### config.mk
export PLATFORM = sky130hd
export DESIGN_NAME = timer_output_postscaler
export DESIGN_NICKNAME = d
export VERILOG_FILES = /design/src/verilog/timer_pkg.sv /design/src/verilog/postscale_if.sv /design/src/verilog/timer_output_postscaler.sv /design/src/verilog/timer_postscaler.sv
export VERILOG_INCLUDE_DIRS = /design/src /design/src/verilog
export SDC_FILE = /design/constraint.sdc
export NUM_CORES = 1
export LEC_CHECK = 0
export ABC_CLOCK_PERIOD_IN_PS = 10100
export BUFFER_PORTS_ARGS = -buffer_cell sky130_fd_sc_hd__buf_4
export CAP_MARGIN = 15
export CORE_UTILIZATION = 50
export CTS_BUF_LIST = sky130_fd_sc_hd__clkbuf_16
export CTS_CLUSTER_SIZE = 8
export DETAILED_ROUTE_END_ITERATION = 7
export HOLD_SLACK_MARGIN = 0.03
export PLACE_DENSITY = 0.75
export SLEW_MARGIN = 15
export SYNTH_ARGS = -nofsm -noshare
export SYNTH_HDL_FRONTEND = slang
export SYNTH_SLANG_ARGS = --single-unit
### constraint.sdc
create_clock -name pclk -period 10.1 [get_ports pclk]
set_clock_uncertainty 0.15 [all_clocks]
set_input_delay 0.505 -clock pclk [delete_from_list [all_inputs] [get_ports pclk]]
set_output_delay 0.505 -clock pclk [all_outputs]
set_load 0.005 [all_outputs]
### src/verilog/timer_defines.svh
// Purpose: named constants for the timer output stage
// Assumes: included by every design file that needs a number
// Notes:   register indices are word indices; byte address is four times the index
`ifndef TIMER_DEFINES_SVH
`define TIMER_DEFINES_SVH

// ----------------------------------------------------------------------------
// register map
// ----------------------------------------------------------------------------
`define ADDR_W          16
`define IDX_COUNT_LOW   12'h59c
`define IDX_COUNT_HIGH  12'h59d
`define IDX_CONTROL_A   12'h59e
`define IDX_CONTROL_B   12'h59f
`define BYTE_RESET      8'h00

// ----------------------------------------------------------------------------
// field positions
// ----------------------------------------------------------------------------
`define CA_ENABLE_BIT   7
`define CA_OUTPUT_BIT   5
`define CA_WIDE_BIT     4
`define CA_POST_HI      3
`define CA_POST_LO      0
`define CB_SRC_HI       7
`define CB_SRC_LO       5
`define CB_ASYNC_BIT    4
`define CB_PRE_HI       3
`define CB_PRE_LO       0

// ----------------------------------------------------------------------------
// counts
// ----------------------------------------------------------------------------
`define INSTR_DIV_LAST  2'h3
`define PRE_W           15
`define POST_W          4
`define WIDE_MAX        16'hffff

`endif

### src/verilog/timer_pkg.sv
// Purpose: shared types of the timer output stage
// Assumes: nothing
// Notes:   numbers live in timer_defines.svh
package timer_pkg;
  typedef logic [7:0]  reg_byte_t;
  typedef logic [15:0] apb_addr_t;
  typedef enum logic [2:0] {
    src_pin,
    src_pin_inv,
    src_instr
  } clk_src_t;
endpackage

### src/verilog/postscale_if.sv
// Purpose: carrier between the timer core and its output postscaler
// Assumes: single clock
// Notes:   out_pulse is combinational from the scaler
interface postscale_if;
  logic       event_pulse;
  logic       clear;
  logic [3:0] ratio_sel;
  logic       out_pulse;
  modport timer  (output event_pulse, output clear, output ratio_sel, input out_pulse);
  modport scaler (input event_pulse, input clear, input ratio_sel, output out_pulse);
endinterface

### src/verilog/timer_output_postscaler.sv
// Purpose: 8/16-bit timer with input prescaler, output postscaler and APB registers
// Assumes: pclk 50 MHz; clock_in synchronous to pclk; sleep_in high while asleep
// Notes:   zero-wait APB slave; unmapped addresses answer with pslverr
// Functional notes
// - postscaler divides timer events by 1 to 16 via 4-bit select
// - postscaler count has no read or write path from software
// - postscaler cleared by low-byte write, control writes, or reset
// - 8-bit mode: output toggles when low count equals period byte
// - 16-bit mode: output toggles when high:low count rolls over
// - output is taken after the postscaler
// - timer output goes out to the pin output selector
// - control A carries a read-only copy of the output level
// - sync mode counts on the instruction clock and stops in sleep
// - async mode counts each rising source edge, also during sleep
// - input prescaler offers 1:1 to 1:32768 via 4-bit select
// - source code 000 is the pin, 001 the inverted pin
`include "timer_defines.svh"
module timer_output_postscaler (
  input  wire logic                 pclk,
  input  wire logic                 presetn,
  input  wire logic                 psel,
  input  wire logic                 penable,
  input  wire logic                 pwrite,
  input  wire timer_pkg::apb_addr_t paddr,
  input  wire logic [31:0]          pwdata,
  output logic [31:0]               prdata,
  output logic                      pready,
  output logic                      pslverr,
  input  wire logic                 clock_in,
  input  wire logic                 sleep_in,
  output logic                      timer_output
);
  import timer_pkg::*;

  // --------------------------------------------------------------------------
  // address decode
  // --------------------------------------------------------------------------
  function automatic logic reg_hit(input apb_addr_t addr, input logic [11:0] idx);
    reg_hit = (addr == {idx, 2'b00});
  endfunction

  reg_byte_t   count_low_q;
  reg_byte_t   count_high_q;
  reg_byte_t   ctrl_a_q;
  reg_byte_t   ctrl_b_q;
  logic        tmr_out_q;
  logic [31:0] prdata_q;
  logic        pslverr_q;

  logic        access;
  logic        wr;
  logic        wr_low;
  logic        wr_high;
  logic        wr_ca;
  logic        wr_cb;
  logic        mapped;
  logic        clear_scalers;

  assign access  = psel & penable;
  assign wr      = access & pwrite;
  assign wr_low  = wr & reg_hit(paddr, `IDX_COUNT_LOW);
  assign wr_high = wr & reg_hit(paddr, `IDX_COUNT_HIGH);
  assign wr_ca   = wr & reg_hit(paddr, `IDX_CONTROL_A);
  assign wr_cb   = wr & reg_hit(paddr, `IDX_CONTROL_B);
  assign mapped  = reg_hit(paddr, `IDX_COUNT_LOW) | reg_hit(paddr, `IDX_COUNT_HIGH)
                 | reg_hit(paddr, `IDX_CONTROL_A) | reg_hit(paddr, `IDX_CONTROL_B);
  assign clear_scalers = wr_low | wr_ca | wr_cb;

  // --------------------------------------------------------------------------
  // control fields
  // --------------------------------------------------------------------------
  logic              enable;
  logic              wide_mode;
  logic              async_mode;
  logic [3:0]        post_sel;
  logic [3:0]        pre_sel;
  clk_src_t          src_sel;

  assign enable     = ctrl_a_q[`CA_ENABLE_BIT];
  assign wide_mode  = ctrl_a_q[`CA_WIDE_BIT];
  assign post_sel   = ctrl_a_q[`CA_POST_HI:`CA_POST_LO];
  assign async_mode = ctrl_b_q[`CB_ASYNC_BIT];
  assign pre_sel    = ctrl_b_q[`CB_PRE_HI:`CB_PRE_LO];
  assign src_sel    = clk_src_t'(ctrl_b_q[`CB_SRC_HI:`CB_SRC_LO]);

  // --------------------------------------------------------------------------
  // instruction clock: pclk divided by four as an enable
  // --------------------------------------------------------------------------
  logic [1:0] div_q;
  logic       instr_tick;

  assign instr_tick = (div_q == `INSTR_DIV_LAST);

  always_ff @(posedge pclk or negedge presetn) begin
    if (!presetn) begin
      div_q <= '0;
    end else if (!sleep_in) begin
      div_q <= div_q + 2'h1;
    end
  end

  // --------------------------------------------------------------------------
  // clock source and edge detection
  // --------------------------------------------------------------------------
  logic src_level;
  logic src_prev_q;
  logic src_rise;
  logic pend_q;
  logic count_edge;

  always_comb begin
    unique case (src_sel)
      src_pin:     src_level = clock_in;
      src_pin_inv: src_level = ~clock_in;
      src_instr:   src_level = instr_tick;
      default:     src_level = 1'b0;       // unused codes give no clock
    endcase
  end

  assign src_rise = src_level & ~src_prev_q;

  always_ff @(posedge pclk or negedge presetn) begin
    if (!presetn) begin
      src_prev_q <= 1'b0;
    end else begin
      src_prev_q <= src_level;
    end
  end

  // sync mode: an edge waits for the next instruction tick
  // an edge that lands on the tick is counted there and must not stay pending,
  // or it would be counted a second time at the following tick
  always_ff @(posedge pclk or negedge presetn) begin
    if (!presetn) begin
      pend_q <= 1'b0;
    end else if (sleep_in) begin
      pend_q <= 1'b0; // no instruction clock asleep, so sync edges are lost
    end else if (instr_tick) begin
      pend_q <= pend_q & src_rise; // a fresh edge beside a drained one is kept
    end else if (src_rise) begin
      pend_q <= 1'b1;
    end
  end

  assign count_edge = enable & (async_mode ? src_rise
                                : (instr_tick & ~sleep_in & (pend_q | src_rise)));

  // --------------------------------------------------------------------------
  // input prescaler
  // --------------------------------------------------------------------------
  logic [`PRE_W-1:0] pre_cnt_q;
  logic [`PRE_W-1:0] pre_mask;
  logic              inc_tick;

  assign pre_mask = `PRE_W'((16'h1 << pre_sel) - 16'h1);
  assign inc_tick = count_edge & ((pre_cnt_q & pre_mask) == pre_mask) & ~clear_scalers;

  always_ff @(posedge pclk or negedge presetn) begin
    if (!presetn) begin
      pre_cnt_q <= '0;
    end else if (clear_scalers) begin
      pre_cnt_q <= '0;
    end else if (count_edge) begin
      pre_cnt_q <= pre_cnt_q + 1'b1;
    end
  end

  // --------------------------------------------------------------------------
  // counter and events
  // --------------------------------------------------------------------------
  logic match8;
  logic roll16;
  logic tmr_event;

  assign match8    = ~wide_mode & (count_low_q == count_high_q);
  assign roll16    = wide_mode & ({count_high_q, count_low_q} == `WIDE_MAX);
  assign tmr_event = inc_tick & (match8 | roll16);

  // software writes override the counter in the same cycle
  always_ff @(posedge pclk or negedge presetn) begin
    if (!presetn) begin
      count_low_q <= `BYTE_RESET;
    end else if (wr_low) begin
      count_low_q <= pwdata[7:0];
    end else if (inc_tick) begin
      count_low_q <= match8 ? `BYTE_RESET : count_low_q + 8'h01;
    end
  end

  always_ff @(posedge pclk or negedge presetn) begin
    if (!presetn) begin
      count_high_q <= `BYTE_RESET;
    end else if (wr_high) begin
      count_high_q <= pwdata[7:0];
    end else if (inc_tick && wide_mode && (count_low_q == 8'hff)) begin
      count_high_q <= count_high_q + 8'h01;
    end
  end

  always_ff @(posedge pclk or negedge presetn) begin
    if (!presetn) begin
      ctrl_a_q <= `BYTE_RESET;
      ctrl_b_q <= `BYTE_RESET;
    end else begin
      if (wr_ca) begin
        ctrl_a_q <= pwdata[7:0];
      end
      if (wr_cb) begin
        ctrl_b_q <= pwdata[7:0];
      end
    end
  end

  // --------------------------------------------------------------------------
  // postscaler and output
  // --------------------------------------------------------------------------
  postscale_if ps_bus ();

  assign ps_bus.event_pulse = tmr_event;
  assign ps_bus.clear       = clear_scalers;
  assign ps_bus.ratio_sel   = post_sel;

  timer_postscaler u_post (
    .pclk    (pclk),
    .presetn (presetn),
    .ps      (ps_bus.scaler)
  );

  always_ff @(posedge pclk or negedge presetn) begin
    if (!presetn) begin
      tmr_out_q <= 1'b0;
    end else if (ps_bus.out_pulse) begin
      tmr_out_q <= ~tmr_out_q;
    end
  end

  assign timer_output = tmr_out_q;

  // --------------------------------------------------------------------------
  // apb read path
  // --------------------------------------------------------------------------
  reg_byte_t read_byte;

  always_comb begin
    read_byte = `BYTE_RESET;
    if (reg_hit(paddr, `IDX_COUNT_LOW)) begin
      read_byte = count_low_q;
    end else if (reg_hit(paddr, `IDX_COUNT_HIGH)) begin
      read_byte = count_high_q;
    end else if (reg_hit(paddr, `IDX_CONTROL_A)) begin
      read_byte = ctrl_a_q;
      read_byte[`CA_OUTPUT_BIT] = tmr_out_q;
    end else if (reg_hit(paddr, `IDX_CONTROL_B)) begin
      read_byte = ctrl_b_q;
    end
  end

  // captured in the setup cycle so the access cycle can finish at once
  always_ff @(posedge pclk or negedge presetn) begin
    if (!presetn) begin
      prdata_q  <= '0;
      pslverr_q <= 1'b0;
    end else if (psel && !penable) begin
      prdata_q  <= {24'h000000, read_byte};
      pslverr_q <= ~mapped;
    end
  end

  assign prdata  = prdata_q;
  assign pready  = 1'b1;
  assign pslverr = access & pslverr_q;
endmodule

### src/verilog/timer_postscaler.sv
// Purpose: output postscaler, one pulse every (select+1) events
// Assumes: events are one-cycle pulses on pclk
// Notes:   count has no software path; clear beats a same-cycle event
`include "timer_defines.svh"
module timer_postscaler (
  input  wire logic         pclk,
  input  wire logic         presetn,
  postscale_if.scaler       ps
);
  import timer_pkg::*;

  logic [`POST_W-1:0] cnt_q;
  logic               last;

  assign last         = (cnt_q == ps.ratio_sel);
  // pulse suppressed on clear so a rewrite never leaks a stale toggle
  assign ps.out_pulse = ps.event_pulse & last & ~ps.clear;

  always_ff @(posedge pclk or negedge presetn) begin
    if (!presetn) begin
      cnt_q <= '0;
    end else if (ps.clear) begin
      cnt_q <= '0;
    end else if (ps.event_pulse) begin
      cnt_q <= last ? '0 : cnt_q + 1'b1;
    end
  end
endmodule

==> impl_metrics.prom <==
# TYPE chip_impl_metric gauge
chip_impl_metric{name="cts_stage_hold_buffer_count",unit=""} 0
chip_impl_metric{name="worst_ir_drop_vdd",unit="uV"} 135
chip_impl_info{name="most_frequent_standard_cell_in_the_layout_excluding_fill_and_tap_cells",value="sky130_fd_sc_hd__dfrtp_1"} 1
chip_impl_metric{name="routed-via-count",unit=""} 3286
chip_impl_info{name="crit_path_top_delay_cell",value="sky130_fd_sc_hd__or4b_1"} 1
chip_impl_metric{name="clock_tree.buffer_depth",unit=""} 2
chip_impl_info{name="layout.cells.most_common_list",value="sky130_fd_sc_hd__dfrtp_1 (64), sky130_fd_sc_hd__buf_4 (42), sky130_fd_sc_hd__nor2_1 (39)"} 1
chip_impl_metric{name="synthDistinctLibCells",unit=""} 55
chip_impl_metric{name="insertedDiodeCount",unit=""} 0
chip_impl_metric{name="remaining_drc_errors",unit=""} 0
chip_impl_metric{name="place_congestion",unit=""} 0.929
chip_impl_metric{name="power.leakage",unit="nW"} 2.04
chip_impl_metric{name="route.layer.met1.wl",unit="um"} 4100
chip_impl_metric{name="rows",unit=""} 32
chip_impl_metric{name="yosys_top_cell_area_share",unit=""} 0.393
chip_impl_metric{name="cts.repair.resized",unit=""} 0
chip_impl_info{name="dominantRegCellSynth",value="sky130_fd_sc_hd__dfrtp_1"} 1
chip_impl_metric{name="worstPathArrival",unit="ns"} 3.88
chip_impl_info{name="synth_area_leaders",value="sky130_fd_sc_hd__dfrtp_1 (39%), sky130_fd_sc_hd__mux2_2 (5.0%), sky130_fd_sc_hd__buf_4 (4.6%), sky130_fd_sc_hd__mux4_2 (4.4%), sky130_fd_sc_hd__xnor2_1 (3.9%)"} 1
chip_impl_metric{name="grt_max_degree",unit=""} 65
chip_impl_metric{name="postRouteWirelength",unit="um"} 9350
chip_impl_metric{name="clock_sink_count",unit=""} 64
chip_impl_metric{name="grt_pass1_wl",unit="um"} 15500
chip_impl_info{name="timing.critical_path.cells",value="nor3_1 -> nand2_1 -> ha_1 -> nor2_1 -> a2111oi_2 -> nand4_1 -> a2111oi_4 -> nand3_2 -> or4b_1 -> a31oi_1"} 1
chip_impl_metric{name="grt_antenna_before_repair",unit=""} 0
chip_impl_metric{name="final.period_utilization",unit=""} 0.373
chip_impl_info{name="highest_layer",value="met4"} 1
chip_impl_metric{name="detail-route-antenna-nets",unit=""} 0
chip_impl_info{name="critical_path.top_delay_family",value="simple AND/OR/NAND/NOR gates"} 1
chip_impl_metric{name="first_iter_violations",unit=""} 293
chip_impl_metric{name="fmax",unit="GHz"} 0.265
chip_impl_metric{name="grt_util_all_layers",unit=""} 0.241
chip_impl_metric{name="num_io_pins",unit=""} 90
chip_impl_metric{name="synthesis.instances",unit=""} 426
chip_impl_info{name="critical_path.endpoint_type",value="register"} 1
chip_impl_metric{name="htreeDepth",unit=""} 3
chip_impl_metric{name="die-height",unit="um"} 92.3
chip_impl_metric{name="cts-buffers-inserted",unit=""} 9
chip_impl_metric{name="finalSetupTns",unit="ns"} 0
chip_impl_metric{name="vias_per_cell",unit=""} 5.81
chip_impl_metric{name="timing.critical_path.buf_inv",unit=""} 0
chip_impl_metric{name="grt_overflow",unit=""} 0
chip_impl_metric{name="start_util",unit=""} 0.522
chip_impl_metric{name="period_minus_slack",unit="ns"} 3.77
chip_impl_metric{name="dr_wl_met3",unit="um"} 696
chip_impl_metric{name="critPathMaxStageDelay",unit="ns"} 0.62
chip_impl_info{name="root_buffer",value="sky130_fd_sc_hd__clkbuf_16"} 1
chip_impl_metric{name="design.core.area",unit="sq um"} 7810
chip_impl_info{name="unrepaired_setup_endpoints_after_global_routing",value="no"} 1
chip_impl_metric{name="layout-area-overhead-vs-synth",unit="%"} 13.5
chip_impl_metric{name="postSynth.asyncResetShare",unit=""} 1.00
chip_impl_info{name="criticalPathCategory",value="reg -> reg"} 1
chip_impl_metric{name="wire_per_inst",unit="um"} 16.5
chip_impl_metric{name="clk-insertion-delay-late",unit="ns"} 0.34
chip_impl_metric{name="floorplan.die_area",unit="sq um"} 8510
chip_impl_metric{name="drive_above_1_share",unit=""} 0.198
chip_impl_metric{name="number_of_synthesized_flops_with_an_enable_pin",unit=""} 0
chip_impl_metric{name="timing_max_transition_violations_final",unit=""} 0
chip_impl_metric{name="via_count_of_the_first_global_routing_pass",unit=""} 3028
chip_impl_metric{name="dp_hpwl",unit="um"} 6630
chip_impl_metric{name="fin_util",unit=""} 0.592
chip_impl_info{name="clock_tree_from_tritoncts",value="done"} 1
chip_impl_metric{name="port_buffers",unit=""} 40
chip_impl_metric{name="per_instance_average_area_after_synthesis",unit="sq um"} 9.56
chip_impl_metric{name="yosys_warnings",unit=""} 0
chip_impl_metric{name="die-width",unit="um"} 92.3
chip_impl_metric{name="cts.reportedPaths.clkPinSlew",unit="ns"} 0.06
chip_impl_metric{name="firstDrtPassIters",unit=""} 5
chip_impl_metric{name="maxSlewHeadroom",unit=""} 0.455
chip_impl_metric{name="power_per_cell_area",unit="nW/um^2"} 131
chip_impl_info{name="hold_path.class",value="in -> async"} 1
chip_impl_metric{name="post-cts-setup-buffers",unit=""} 0
chip_impl_metric{name="wl_met2",unit="um"} 4390
chip_impl_metric{name="number_of_maximum_capacitance_violations",unit=""} 0
chip_impl_metric{name="worst-endpoint-required",unit="ns"} 10.21
chip_impl_metric{name="design.final.nets",unit=""} 520
chip_impl_info{name="result_of_the_run",value="finished, final reports clean"} 1
chip_impl_info{name="post-synth-top-area-cell",value="sky130_fd_sc_hd__dfrtp_1"} 1
chip_impl_metric{name="post_synth_instance_area",unit="sq um"} 4070
chip_impl_metric{name="synth-seq-cells",unit=""} 64
chip_impl_metric{name="synth_sequential_area_ratio",unit=""} 0.393
chip_impl_info{name="critPathLaunchType",value="register"} 1
chip_impl_metric{name="minimum_setup_slack_in_the_final_design",unit="ns"} 6.33
chip_impl_metric{name="final-hold-violation-count",unit=""} 0
chip_impl_metric{name="post-place-ws",unit="ns"} 6.41
chip_impl_metric{name="worstMarginPinSlew",unit="ns"} 0.818
chip_impl_metric{name="setup_viol_count_final",unit=""} 0
chip_impl_metric{name="critical_path.max_fanout",unit=""} 24
[worst paths after layout]
check	from	end	slack, ns	depth (start not counted)
max	ctrl_b_q[3]$_DFFE_PN0P_	count_low_q[4]$_DFFE_PN0P_	6.33	10
min	presetn	div_q[1]$_DFFE_PN0N_	0.12	1
max reg2reg	ctrl_b_q[3]$_DFFE_PN0P_	count_low_q[4]$_DFFE_PN0P_	6.33	10
min reg2reg	div_q[0]$_DFFE_PN0N_	div_q[0]$_DFFE_PN0N_	0.31	1
max in group asynchronous	presetn	count_high_q[0]$_DFFE_PN0P_	9.16	1
min in group pclk	sleep_in	pend_q$_DFFE_PN0P_	0.21	2
[layer usage]
layer / vias up / track usage
met2: 151 / 0.361
met5: - / 0
met1: 1577 / 0.328
li1: 1543 / -
met4: 0 / 0.0690
met3: 15 / 0.0887
[kinds of logic after synthesis]
| family | after synthesis | synth area share |
|---|---|---|
| multiplexers | 28 | 0.0989 |
| buffers and inverters | 51 | 0.0737 |
| flip-flops | 64 | 0.393 |
| AND/OR/NAND/NOR | 175 | 0.234 |
| XOR/XNOR | 31 | 0.0667 |
| other | 2 | 0.00184 |
| adder cells (fa/ha/maj) | 7 | 0.0209 |
| AO/OA/AOI/OAI | 68 | 0.111 |
[stage by stage]
step	hold WS, ns	instances	total power, mW	area [sq um]
2_1_floorplan	0.0594	449	0.295	4160
4_1_cts	0.148	566	0.611	4620
3_3_place_gp	0.308	550	0.307	4340
3_5_place_dp	0.311	550	0.309	4340
6_report	0.118	566	0.607	4620
5_1_grt	0.189	566	0.628	4620
[registers in the layout, summed over array words and instances (netlist names), 2 cells and up]
register / cells
pre_cnt_q: 15
count_high_q: 8
count_low_q: 8
ctrl_b_q: 8
prdata: 8
ctrl_a_q: 7
u_post.cnt_q: 4
div_q: 2
[cell usage after synthesis (all sizes together), types with 2 or more instances]
master,number
a21o,2
clkbuf,14
mux4,8
buf,29
a2111oi,2
a32oi,2
nor4bb,4
inv,8
xnor2,18
a31oi,10
nand4b,2
ha,6
nor3,6
nor4,2
a21oi,11
nand3,19
xor2,13
o31ai,2
mux2i,2
mux2,18
or4b,6
nor3b,3
or2,4
nor2,39
dfrtp,64
nand4,12
o21ai,24
a211oi,2
and3,7
or3,11
nor2b,10
nand2,33
nand2b,12
conb,2
or4,2
o211ai,4
[power breakdown]
| part | leakage (nW) | switching [mW] | internal [mW] |
|---|---|---|---|
| Sequential | 0.877 | 0.00290 | 0.262 |
| Clock | 0.136 | 0.114 | 0.188 |
| Combinational | 1.02 | 0.0212 | 0.0181 |
| Total | 2.04 | 0.139 | 0.468 |
[area by class of cell]
| cell class | instances | area, sq um |
|---|---|---|
| Inverter | 8 | 30.0 |
| Timing Repair Buffer | 42 | 315 |
| Sequential cell | 64 | 1600 |
| Tap cell | 102 | 128 |
| Fill cell | 655 | 3180 |
| Clock inverter | 7 | 62.6 |
| Multi-Input combinational cell | 334 | 2260 |
| Clock buffer | 9 | 225 |
No activity file was read; power rests on OpenSTA's default activity.
